<file path="config.mk">
export PLATFORM = sky130hd
export DESIGN_NAME = nbh_host
export DESIGN_NICKNAME = d
export VERILOG_FILES = /design/src/nbh_host.v
export VERILOG_INCLUDE_DIRS = /design/src
export SDC_FILE = /design/constraint.sdc
export NUM_CORES = 1
export LEC_CHECK = 0
export BUFFER_PORTS_ARGS = -buffer_cell sky130_fd_sc_hd__buf_4
export CAP_MARGIN = 20
export CORE_ASPECT_RATIO = 0.7
export CORE_MARGIN = 8
export CORE_UTILIZATION = 45
export DETAILED_ROUTE_END_ITERATION = 8
export PLACE_DENSITY = 0.73
export SLEW_MARGIN = 20
export SYNTH_ARGS = -nofsm -noshare
export SYNTH_HDL_FRONTEND = slang
export SYNTH_SLANG_ARGS = --single-unit
</file>
<file path="constraint.sdc">
create_clock -name i_clock -period 8.1 [get_ports i_clock]
set_clock_uncertainty 0.15 [all_clocks]
set_input_delay 1.62 -clock i_clock [delete_from_list [all_inputs] [get_ports i_clock]]
set_output_delay 1.62 -clock i_clock [all_outputs]
set_load 0.01 [all_outputs]
</file>
<file path="src/nbh_defines.vh">
// Constants for the NAND bus host controller.
// Assumes a 125 MHz system clock; all pin timing is counted in its cycles.
`ifndef NBH_DEFINES_VH
`define NBH_DEFINES_VH

// ****************************************
// Command codes
// ****************************************
`define NBH_CMD_READ        8'h00
`define NBH_CMD_RESET       8'hFF
`define NBH_CMD_STATUS      8'h70

// ****************************************
// Operation kinds from the user port
// ****************************************
`define NBH_OP_CMD          2'h0
`define NBH_OP_ADDR         2'h1
`define NBH_OP_DIN          2'h2
`define NBH_OP_WAIT         2'h3

// ****************************************
// Timing, address and sequence limits
// ****************************************
`define NBH_CLK_MHZ         125
`define NBH_STROBE_NS       40
`define NBH_STROBE_CYC      ((`NBH_STROBE_NS * `NBH_CLK_MHZ + 999) / 1000)
`define NBH_PROG_MAX_US     600
`define NBH_PROT_MAX_US     800
`define NBH_TIMEOUT_CYC     (`NBH_PROT_MAX_US * `NBH_CLK_MHZ)
`define NBH_ADDR_CYCLES     3'h4
`define NBH_ADDR_BITS       27
`define NBH_SLOT_MAX        3'h4
`define NBH_MAIN_SEG        10'h200
`define NBH_SPARE_SEG       6'h20
`define NBH_SMALL_MIN       10'h004

`endif

</file>
<file path="src/nbh_host.v">
// NAND bus host: turns queued bus operations into command, address and data-in cycles.
// Assumes the memory's ready/busy pin arrives synchronous to i_clock, pulled high.
`include "nbh_defines.vh"

module nbh_host #(
    parameter STROBE_CYC  = `NBH_STROBE_CYC,
    parameter TIMEOUT_CYC = `NBH_TIMEOUT_CYC
) (
    input  wire        i_clock,
    input  wire        i_rst_n,
    input  wire        i_op_valid,
    input  wire [1:0]  i_op_kind,
    input  wire [7:0]  i_op_data,
    output reg         o_op_ready,
    input  wire        i_ready_busy,
    output reg         o_chip_select_n,
    output reg         o_cmd_latch,
    output reg         o_addr_latch,
    output reg         o_write_strobe_n,
    output reg         o_read_strobe_n,
    output reg         o_write_protect_n,
    output reg  [7:0]  o_io_out,
    output reg         o_io_oe,
    output reg         o_init_done,
    output reg         o_wait_done,
    output reg         o_timeout,
    output reg         o_seq_error
);

    // ****************************************
    // States
    // ****************************************
    localparam [5:0] ST_BOOT  = 6'h01;
    localparam [5:0] ST_IDLE  = 6'h02;
    localparam [5:0] ST_SETUP = 6'h04;
    localparam [5:0] ST_LOW   = 6'h08;
    localparam [5:0] ST_HIGH  = 6'h10;
    localparam [5:0] ST_WAIT  = 6'h20;

    reg  [5:0]  state;
    reg  [5:0]  next_state;
    reg  [15:0] tick;
    reg  [19:0] busy_cnt;
    reg  [2:0]  addr_cnt;
    reg         boot_sent;

    // ****************************************
    // Two-entry skid buffer on the op path
    // ****************************************
    // Two words let o_op_ready come from a flop without losing a word on stall.
    reg  [9:0]  buf_word0;
    reg  [9:0]  buf_word1;
    reg  [1:0]  buf_count;
    wire        buf_valid = (buf_count != 2'h0);
    wire        buf_pop;
    wire        buf_push  = i_op_valid && o_op_ready;
    wire [1:0]  head_kind = buf_word0[9:8];
    wire [7:0]  head_data = buf_word0[7:0];

    function is_modify;
        input [7:0] code;
        begin
            is_modify = (code == 8'h80) || (code == 8'h81) || (code == 8'h85)
                     || (code == 8'h60) || (code == 8'h10) || (code == 8'h11)
                     || (code == 8'hD0) || (code == 8'hEF);
        end
    endfunction

    always @(posedge i_clock) begin
        if (!i_rst_n) begin
            buf_count  <= 2'h0;
            buf_word0  <= 10'h000;
            buf_word1  <= 10'h000;
            o_op_ready <= 1'b0;
        end else begin
            case ({buf_push, buf_pop})
                2'b10: begin
                    if (buf_count == 2'h0)
                        buf_word0 <= {i_op_kind, i_op_data};
                    else
                        buf_word1 <= {i_op_kind, i_op_data};
                    buf_count <= buf_count + 2'h1;
                end
                2'b01: begin
                    buf_word0 <= buf_word1;
                    buf_count <= buf_count - 2'h1;
                end
                2'b11: begin
                    if (buf_count == 2'h1)
                        buf_word0 <= {i_op_kind, i_op_data};
                    else begin
                        buf_word0 <= buf_word1;
                        buf_word1 <= {i_op_kind, i_op_data};
                    end
                end
                default: begin
                    buf_count <= buf_count;
                end
            endcase
            o_op_ready <= (buf_count == 2'h0) || (buf_count == 2'h1 && !buf_push)
                       || (buf_count == 2'h1 && buf_pop);
        end
    end

    assign buf_pop = (state == ST_IDLE) && buf_valid && o_init_done;

    // ****************************************
    // Command sequence monitor
    // ****************************************
    // Slips are only flagged on o_seq_error; the op still goes out as queued.
    reg         mp_open;
    reg         status_seen;
    reg         col_check;
    reg         col_only;
    reg         cb_pend;
    reg         src_odd;
    reg  [2:0]  prog_cnt;
    reg  [9:0]  din_cnt;
    reg  [15:0] row_work;
    reg  [15:0] last_row;
    reg         mon_err;
    wire        same_row = (row_work == last_row);
    wire        pop_cmd  = buf_pop && (head_kind == `NBH_OP_CMD);
    wire        pop_addr = buf_pop && (head_kind == `NBH_OP_ADDR);
    wire        pop_din  = buf_pop && (head_kind == `NBH_OP_DIN);
    function mp_allowed;
        input [7:0] code;
        begin
            mp_allowed = (code == 8'h81) || (code == `NBH_CMD_STATUS) || (code == 8'h78)
                      || (code == `NBH_CMD_RESET);
        end
    endfunction
    always @* begin
        mon_err = 1'b0;
        if (pop_cmd) begin
            if (mp_open && !mp_allowed(head_data))
                mon_err = 1'b1;
            if ((head_data == 8'h85 || head_data == 8'h10 || head_data == 8'h11)
                && din_cnt != 10'h000 && din_cnt < `NBH_SMALL_MIN)
                mon_err = 1'b1;
            if (head_data == 8'h10 && ((same_row && prog_cnt >= `NBH_SLOT_MAX)
                || (cb_pend && row_work[0] != src_odd)))
                mon_err = 1'b1;
            if (head_data == 8'h05 && status_seen)
                mon_err = 1'b1;
        end
        if (pop_addr && col_check && addr_cnt == 3'h0 && head_data[1:0] != 2'h0)
            mon_err = 1'b1;
        if (pop_din && same_row && prog_cnt != 3'h0 && din_cnt == `NBH_MAIN_SEG)
            mon_err = 1'b1;
    end
    always @(posedge i_clock) begin
        if (!i_rst_n) begin
            mp_open     <= 1'b0;
            status_seen <= 1'b0;
            col_check   <= 1'b0;
            col_only    <= 1'b0;
            cb_pend     <= 1'b0;
            prog_cnt    <= 3'h0;
            din_cnt     <= 10'h000;
            row_work    <= 16'h0000;
            last_row    <= 16'h0000;
        end else begin
            if (pop_cmd) begin
                col_check <= (head_data == 8'h80) || (head_data == 8'h81) || (head_data == 8'h85);
                case (head_data)
                    8'h80, 8'h81: begin
                        mp_open  <= 1'b0;
                        col_only <= 1'b0;
                        din_cnt  <= 10'h000;
                    end
                    8'h85: begin
                        col_only <= 1'b1;
                        din_cnt  <= 10'h000;
                    end
                    8'h10: begin
                        prog_cnt <= same_row ? prog_cnt + {2'h0, prog_cnt != 3'h7} : 3'h1;
                        last_row <= row_work;
                        mp_open  <= 1'b0;
                        cb_pend  <= 1'b0;
                        din_cnt  <= 10'h000;
                    end
                    8'h11:           mp_open     <= 1'b1;
                    8'h35: begin
                        cb_pend <= 1'b1;
                        src_odd <= row_work[0];
                    end
                    8'hD0:           prog_cnt    <= 3'h0; // Any erase restarts the count, coarse
                    `NBH_CMD_STATUS: status_seen <= 1'b1;
                    `NBH_CMD_READ:   status_seen <= 1'b0;
                    `NBH_CMD_RESET:  mp_open     <= 1'b0;
                    default:         din_cnt     <= din_cnt;
                endcase
            end
            if (pop_addr && addr_cnt == 3'h2)
                row_work[7:0] <= head_data;
            if (pop_addr && addr_cnt == 3'h3)
                row_work[15:8] <= head_data;
            if (pop_din && din_cnt != 10'h3FF)
                din_cnt <= din_cnt + 10'h001;
        end
    end

    // ****************************************
    // Bus cycle sequencer
    // ****************************************
    always @* begin
        next_state = state;
        case (state)
            ST_BOOT:  next_state = i_ready_busy ? ST_SETUP : ST_BOOT;
            ST_IDLE:  next_state = buf_pop ? ((head_kind == `NBH_OP_WAIT) ? ST_WAIT : ST_SETUP)
                                           : ST_IDLE;
            ST_SETUP: next_state = (tick == 16'h0000) ? ST_LOW : ST_SETUP;
            ST_LOW:   next_state = (tick == 16'h0000) ? ST_HIGH : ST_LOW;
            ST_HIGH:  next_state = (tick == 16'h0000) ? ST_IDLE : ST_HIGH;
            ST_WAIT:  next_state = (i_ready_busy && busy_cnt != 20'h00000) ? ST_IDLE
                                 : ((busy_cnt >= TIMEOUT_CYC[19:0]) ? ST_IDLE : ST_WAIT);
            default:  next_state = ST_IDLE;
        endcase
    end

    always @(posedge i_clock) begin
        if (!i_rst_n) begin
            state             <= ST_BOOT;
            tick              <= 16'h0000;
            busy_cnt          <= 20'h00000;
            addr_cnt          <= 3'h0;
            boot_sent         <= 1'b0;
            o_chip_select_n   <= 1'b1;
            o_cmd_latch       <= 1'b0;
            o_addr_latch      <= 1'b0;
            o_write_strobe_n  <= 1'b1;
            o_read_strobe_n   <= 1'b1;
            o_write_protect_n <= 1'b0;
            o_io_out          <= 8'h00;
            o_io_oe           <= 1'b0;
            o_init_done       <= 1'b0;
            o_wait_done       <= 1'b0;
            o_timeout         <= 1'b0;
            o_seq_error       <= 1'b0;
        end else begin
            state       <= next_state;
            o_wait_done <= 1'b0;
            o_timeout   <= 1'b0;
            o_seq_error <= mon_err;
            if (tick != 16'h0000)
                tick <= tick - 16'h0001;
            case (state)
                ST_BOOT: begin
                    if (i_ready_busy) begin
                        o_chip_select_n <= 1'b0;
                        o_cmd_latch     <= 1'b1;
                        o_io_out        <= `NBH_CMD_RESET;
                        o_io_oe         <= 1'b1;
                        boot_sent       <= 1'b1;
                        tick            <= STROBE_CYC[15:0];
                    end
                end
                ST_IDLE: begin
                    o_io_oe         <= 1'b0;
                    o_cmd_latch     <= 1'b0;
                    o_addr_latch    <= 1'b0;
                    if (boot_sent) begin
                        boot_sent <= 1'b0;
                        o_init_done <= 1'b1;
                    end
                    if (buf_pop) begin
                        o_chip_select_n <= 1'b0;
                        o_read_strobe_n <= 1'b1;
                        tick            <= STROBE_CYC[15:0];
                        busy_cnt        <= 20'h00000;
                        case (head_kind)
                            `NBH_OP_CMD: begin
                                o_cmd_latch <= 1'b1;
                                o_io_out    <= head_data;
                                o_io_oe     <= 1'b1;
                                addr_cnt    <= 3'h0;
                                if (is_modify(head_data))
                                    o_write_protect_n <= 1'b1;
                            end
                            `NBH_OP_ADDR: begin
                                o_addr_latch <= 1'b1;
                                o_io_out     <= head_data;
                                o_io_oe      <= 1'b1;
                                addr_cnt     <= addr_cnt + 3'h1;
                            end
                            `NBH_OP_DIN: begin
                                o_io_out <= head_data;
                                o_io_oe  <= 1'b1;
                                if (addr_cnt != 3'h0
                                    && addr_cnt < (col_only ? 3'h2 : `NBH_ADDR_CYCLES))
                                    o_seq_error <= 1'b1;
                            end
                            default: begin
                                o_io_oe <= 1'b0;
                            end
                        endcase
                    end else begin
                        o_chip_select_n <= 1'b1;
                    end
                end
                ST_SETUP: begin
                    if (tick == 16'h0000) begin
                        o_write_strobe_n <= 1'b0;
                        tick             <= STROBE_CYC[15:0];
                    end
                end
                ST_LOW: begin
                    if (tick == 16'h0000) begin
                        // Rising edge latches the byte in the memory
                        o_write_strobe_n <= 1'b1;
                        tick             <= STROBE_CYC[15:0];
                    end
                end
                ST_HIGH: begin
                    if (tick == 16'h0000) begin
                        o_cmd_latch  <= 1'b0;
                        o_addr_latch <= 1'b0;
                        o_io_oe      <= 1'b0;
                    end
                end
                ST_WAIT: begin
                    // Bound covers the longest busy, protected-area programming
                    busy_cnt <= busy_cnt + 20'h00001;
                    if (i_ready_busy && busy_cnt != 20'h00000) begin
                        o_wait_done       <= 1'b1;
                        o_write_protect_n <= 1'b0;
                    end else if (busy_cnt >= TIMEOUT_CYC[19:0]) begin
                        o_timeout         <= 1'b1;
                        o_write_protect_n <= 1'b0;
                    end
                end
                default: begin
                    o_chip_select_n <= 1'b1;
                end
            endcase
        end
    end

endmodule

</file>
==> flow_summary.toml, run 1 <==
[outcome]
status = "completed"

[power]
peakVddDrop_uv = 133
power.leakage_nw = 3.06
clockPowerShare_pct = 37.2
internal_power_mw = 1.33
switching_share_pct = 31.8
p_comb_share_pct = 21.9
total_power_mw = 1.96
seqPwrFrac_pct = 40.8
p_sw_uw = 624
powerDensity_mw_per_mm2 = 258

[detailed_routing]
routed_wl_um = 15400
drtIter0Drc = 461
vias_per_cell = 5.55
vias = 5710
drcViolationCount = 0
dr.pass1.iters = 6
ant_nets = 0
routedWlPerCell_um = 15.0

[global_routing]
antenna_found_initial = 0
gr-total-overflow = 0
grt_max_degree = 55
grt_first_pass_wirelength_um = 25600
grt_usage_pct = 16.2
grt_pass1_vias = 5086

[critical_path]
critPathKind = "reg -> reg"
setup.worst_path.start_class = "flop"
r2r_cells = 10
arrival_ps = 3760
cp-end-kind = "flop"
cp_max_fo = 12
cp_cell_sequence = "inv_1 > ha_1 > nor2b_1 > nand3_1 > inv_1 > ha_1 > a21oi_1 > nor2_1 > a22oi_1 > a211oi_1"
crit_required_ps = 8270
slowest_delay_ps = 570
crit_slowest_cell = "inv_1"

[flow_run]
cap_viol_max_count = 0

[place]
port_buffers = 32
gp_congestion = 0.869
post_dp_cell_area_mm2 = 0.00704
hpwl_um = 10500

[clock_tree]
tritoncts = "yes"
cts_resized = 0
clock_path_buffers = 2
clock_sinks = 138
clock_latency_ps = 420
cts_buffers = 17
htreeDepth = 4
clkSlewWorstSetupHoldPaths_ps = 60
postCtsHoldBufs = 0
cts_setup_buffers = 0
cts-root-buf = "clkbuf_16"

[floorplan]
die_w_um = 162
die_area_mm2 = 0.0191
start_util_pct = 45.7
pin_count = 34
num_rows = 37
fp.dieH_um = 118
core_area_mm2 = 0.0146

[yosys]
synth-edff-count = 1
synthCells = 803
ys_seq_elements = 138
syn_nets = 837
syn_avg_cell_area_um2 = 8.33
synthFlopType = "dfxtp_1"
yosys_warnings = 0
yosysSeqAreaShare_pct = 41.4
synthArstFlopShare_pct = 0
ys_types = 63
synth_area_mm2 = 0.00669

[cells_and_area]
antennaDiodeCount = 0
fin_area_mm2 = 0.00760
drive_gt1_share_pct = 9.96
areaGrowthSynthToFinish_pct = 13.6
fin_nets = 854
finalCoreUtilization_pct = 51.9

[sta]
setup_tns_ps = 0
rsz0062_at_grt = "false"
relSlewSlack_pct = 24.7
final_max_slew_viol_count = 0
max_freq_mhz = 278
finalHoldViolCount = 0
period_needed_ps = 3590
setup_viol = 0
hold_slack_ps = 315
worstMarginPinSlew_ps = 1130
timing.final.crit_share_pct = 44.3

[worst_hold_path]
min_path_cells = 2
hold_class = "reg -> reg"
==> final timing paths <==
| path | start | endpoint | slack (ps) |
|---|---|---|---|
| worst max register to register | buf_count[0] | buf_word0[9] | 4510 |
| worst min register to register | last_row[3] | last_row[3] | 320 |
| worst min-delay path | last_row[3] | last_row[3] | 320 |
| worst max-delay path | buf_count[0] | buf_word0[9] | 4510 |
==> critical path: cells and delay by family, from the launching register on <==
family / cells / cell delay [ps]
AND/OR/NAND/NOR: 3 / 1150
adder cells (fa/ha/maj): 2 / 570
AO/OA/AOI/OAI: 3 / 600
buffers and inverters: 2 / 630
flip-flops: 1 / 380
==> metrics by stage <==
stage	setup WS (ps)	cells
2_1_floorplan	4950	803
3_3_place_gp	4300	996
3_5_place_dp	4250	996
4_1_cts	4560	1028
5_1_grt	4240	1028
6_report	4510	1028
==> metal layers <==
metal  up-vias  share of wire, %  global-route usage (%)
li1       2887                 -                       -
met1      2632                53                    24.7
met2       170                40                    21.4
met3        21               6.5                    4.23
met4         0               1.1                    4.84
met5         -                 0                       0
==> registers in the layout, indices dropped and copies added (netlist names), 2 cells and up <==
name	count
busy_cnt	20
last_row	16
row_work	16
tick	16
buf_word0	10
buf_word1	10
din_cnt	10
o_io_out	8
state	6
addr_cnt	3
prog_cnt	3
buf_count	2
==> power by group through the flow <==
stage          combinational (mW)  clock [mW]  sequential [mW]
2_1_floorplan               0.337           0            0.792
3_3_place_gp                0.419           0            0.813
3_5_place_dp                0.420           0            0.814
4_1_cts                     0.426       0.742            0.799
5_1_grt                     0.480       0.773            0.808
6_report                    0.430       0.729            0.800
==> synth_stat cells (all sizes together) (3+ instances only) <==
cell type | count | area, µm²
dfxtp | 137 | 2740
nor2 | 123 | 462
nand2 | 79 | 297
a21oi | 52 | 260
o21ai | 35 | 175
nor3 | 29 | 145
clkbuf | 28 | 105
mux2i | 28 | 280
xor2 | 27 | 236
nand3 | 24 | 120
nor4 | 23 | 165
inv | 22 | 82.6
ha | 20 | 250
xnor2 | 18 | 158
or3 | 13 | 82.6
a211oi | 12 | 90.1
a22oi | 11 | 82.6
and3 | 10 | 62.6
buf | 10 | 62.6
nand4 | 10 | 62.6
a31oi | 9 | 71.3
nand2b | 8 | 50.1
nor4b | 7 | 61.3
nor2b | 6 | 37.5
nor3b | 6 | 50.1
or4 | 6 | 56.3
nand3b | 5 | 37.5
o211ai | 5 | 37.5
a32oi | 4 | 35.0
and2 | 3 | 18.8
and4 | 3 | 26.3
nand4b | 3 | 26.3
==> layout by cell type, fill, tap and decap left out, drive strengths merged, types with 4 or more instances in the layout <==
master / instances
nand2b: 8
inv: 27
clkbuf: 19
nor2: 123
clkinv: 6
nor3b: 6
or4: 6
nand2: 79
o211ai: 5
nor3: 29
a211oi: 12
nor2b: 6
o21ai: 35
a31oi: 9
nor4: 23
xor2: 27
mux2i: 28
ha: 20
a22oi: 11
buf: 36
and3: 10
nand3b: 5
a21oi: 52
nand3: 24
nor4b: 7
xnor2: 18
nand4: 10
dfxtp: 137
or3: 13
a32oi: 4
==> cell families after synthesis <==
family	synth area share, %
flops	41.4
xor+xnor	5.89
other cells	0.0560
fa+ha+maj	3.74
buf+inv	3.74
mux	4.36
compound gates	13.4
simple gates	27.4
==> final cells by class <==
class | instances | area [µm²]
Inverter | 22 | 82.6
Tap cell | 195 | 244
Multi-Input combinational cell | 605 | 3670
Clock buffer | 19 | 453
Sequential cell | 138 | 2770
Clock inverter | 13 | 108
Timing Repair Buffer | 36 | 270
Fill cell | 1388 | 7030
Note: power is estimated with default switching activity, not from simulation.
==> run 2: changes to the inputs <==
==> constraint.sdc (replaced) <==
create_clock -name i_clock -period 3.63 [get_ports i_clock]
set_clock_uncertainty 0.15 [all_clocks]
set_input_delay 0.726 -clock i_clock [delete_from_list [all_inputs] [get_ports i_clock]]
set_output_delay 0.726 -clock i_clock [all_outputs]
set_load 0.01 [all_outputs]
==> flow_summary.toml, run 2 (same netlist as run 1, synthesis figures left out) <==
[global_routing]
grt_max_degree = 47
grt_usage_pct = 16.7
gr-total-overflow = 0
grt_pass1_vias = 5267
antenna_found_initial = 0
grt_first_pass_wirelength_um = 26300

[outcome]
status = "completed"

[flow_run]
cap_viol_max_count = 0

[critical_path]
crit_slowest_cell = "nor2_1"
crit_required_ps = 3790
r2r-start = "buf_count[0]"
r2r_cells = 10
critPathKind = "reg -> reg"
cp-end-kind = "flop"
arrival_ps = 3230
worstReg2RegEnd = "buf_word0[3]"
setup.worst_path.start_class = "flop"
r2r_slack_ps = 560
cp_max_fo = 12
cp_cell_sequence = "inv_1 > ha_1 > nor2b_1 > nand3_1 > inv_1 > ha_1 > a21oi_1 > nor2_1 > a22oi_1 > a211oi_1"
slowest_delay_ps = 510
crit_buf_inv = 2
crit_family = "simple AND/OR/NAND/NOR gates"

[floorplan]
start_util_pct = 45.7
num_rows = 37
die_area_mm2 = 0.0191
core_area_mm2 = 0.0146
pin_count = 34
die_w_um = 162
fp.dieH_um = 118

[sta]
worstMarginPinSlew_ps = 1060
setup_tns_ps = 0
relSlewSlack_pct = 28.8
max_freq_mhz = 326
period_needed_ps = 3070
finalHoldViolCount = 0
final_max_slew_viol_count = 0
setup_viol = 0
hold_slack_ps = 318
setup_ws_ps = 559
rsz0062_at_grt = "false"
timing.final.crit_share_pct = 84.6

[power]
peakVddDrop_uv = 294
powerDensity_mw_per_mm2 = 572
total_power_mw = 4.37
power.leakage_nw = 3.08

[clock_tree]
postCtsHoldBufs = 0
clock_latency_ps = 420
clock_sinks = 138
cts_buffers = 17
cts_setup_buffers = 0
clock_path_buffers = 2
clkSlewWorstSetupHoldPaths_ps = 70
htreeDepth = 4
tritoncts = "yes"
cts-root-buf = "clkbuf_16"
cts_resized = 0

[detailed_routing]
routed_wl_um = 15800
drtIter0Drc = 394
drcViolationCount = 0
vias_per_cell = 5.55
vias = 5741
dr.pass1.iters = 4
ant_nets = 0
routedWlPerCell_um = 15.3

[cells_and_area]
largest_reg_flops = 20
drive_gt1_share_pct = 10.6
antennaDiodeCount = 0
layout_common_cells = "dfxtp_1 (137), nor2_1 (123), nand2_1 (79), a21oi_1 (52), buf_4 (41)"
areaGrowthSynthToFinish_pct = 14.3
finalCoreUtilization_pct = 52.3
fin_nets = 860
top_register = "busy_cnt"
layout_commonest_cell = "dfxtp_1"

[place]
dpl_worst_slack_ps = 688
port_buffers = 32
gp_congestion = 0.857
hpwl_um = 10800

[worst_hold_path]
hold_end = "last_row[10]"
hold_start = "last_row[10]"
min_path_cells = 2
hold_class = "reg -> reg"
run 2: worst min-delay path, delay by kind of cell, from the launching register on:
family             cells  cell delay, ps
DFF                    1             320
and+or+nand+nor        1              50
AOI/OAI and AO/OA      1              50
run 2: how the worst max path moves through the flow:
stage | start | slack, ps | depth (start not counted) | end
finish | buf_count[0] | 560 | 10 | buf_word0[3]
CTS | buf_count[0] | 580 | 10 | buf_word0[3]
detailed placement | state[4] | 690 | 6 | tick[4]
global route | buf_count[0] | 260 | 10 | buf_word0[3]
floorplan | state[4] | 870 | 11 | buf_word1[7]
global placement | state[5] | 830 | 8 | buf_word0[8]
run 2: routing by layer:
layer,track usage [%],wire (µm),share of wire [%],up-vias
li1,-,-,-,2893
met1,25.1,8360,53,2670
met2,22.9,6370,40,169
met3,3.81,951,6.0,9
met4,4.90,114,0.72,0
met5,0,0,0,-
run 2: final cells by class:
class                   instances  area, µm²
fillers                      1399       6980
multi-input cells             605       3670
flip-flops and latches        138       2770
clock buffers                  17        425
repair buffers                 42        328
well taps                     195        244
clock inverters                15        129
inverters                      22       82.6
run 2: power by group:
part	switching, mW	internal (mW)	leakage [nW]	total (mW)
Sequential	0.141	1.64	1.12	1.78
Combinational	0.540	0.418	1.70	0.958
Clock	0.736	0.896	0.259	1.63
Total	1.42	2.96	3.08	4.37
run 2: metrics by stage:
stage / cells / area, µm²
finish: 1034 / 7650
CTS: 1034 / 7650
detailed placement: 1002 / 7100
global placement: 1002 / 7100
global route: 1034 / 7650
floorplan: 803 / 6690
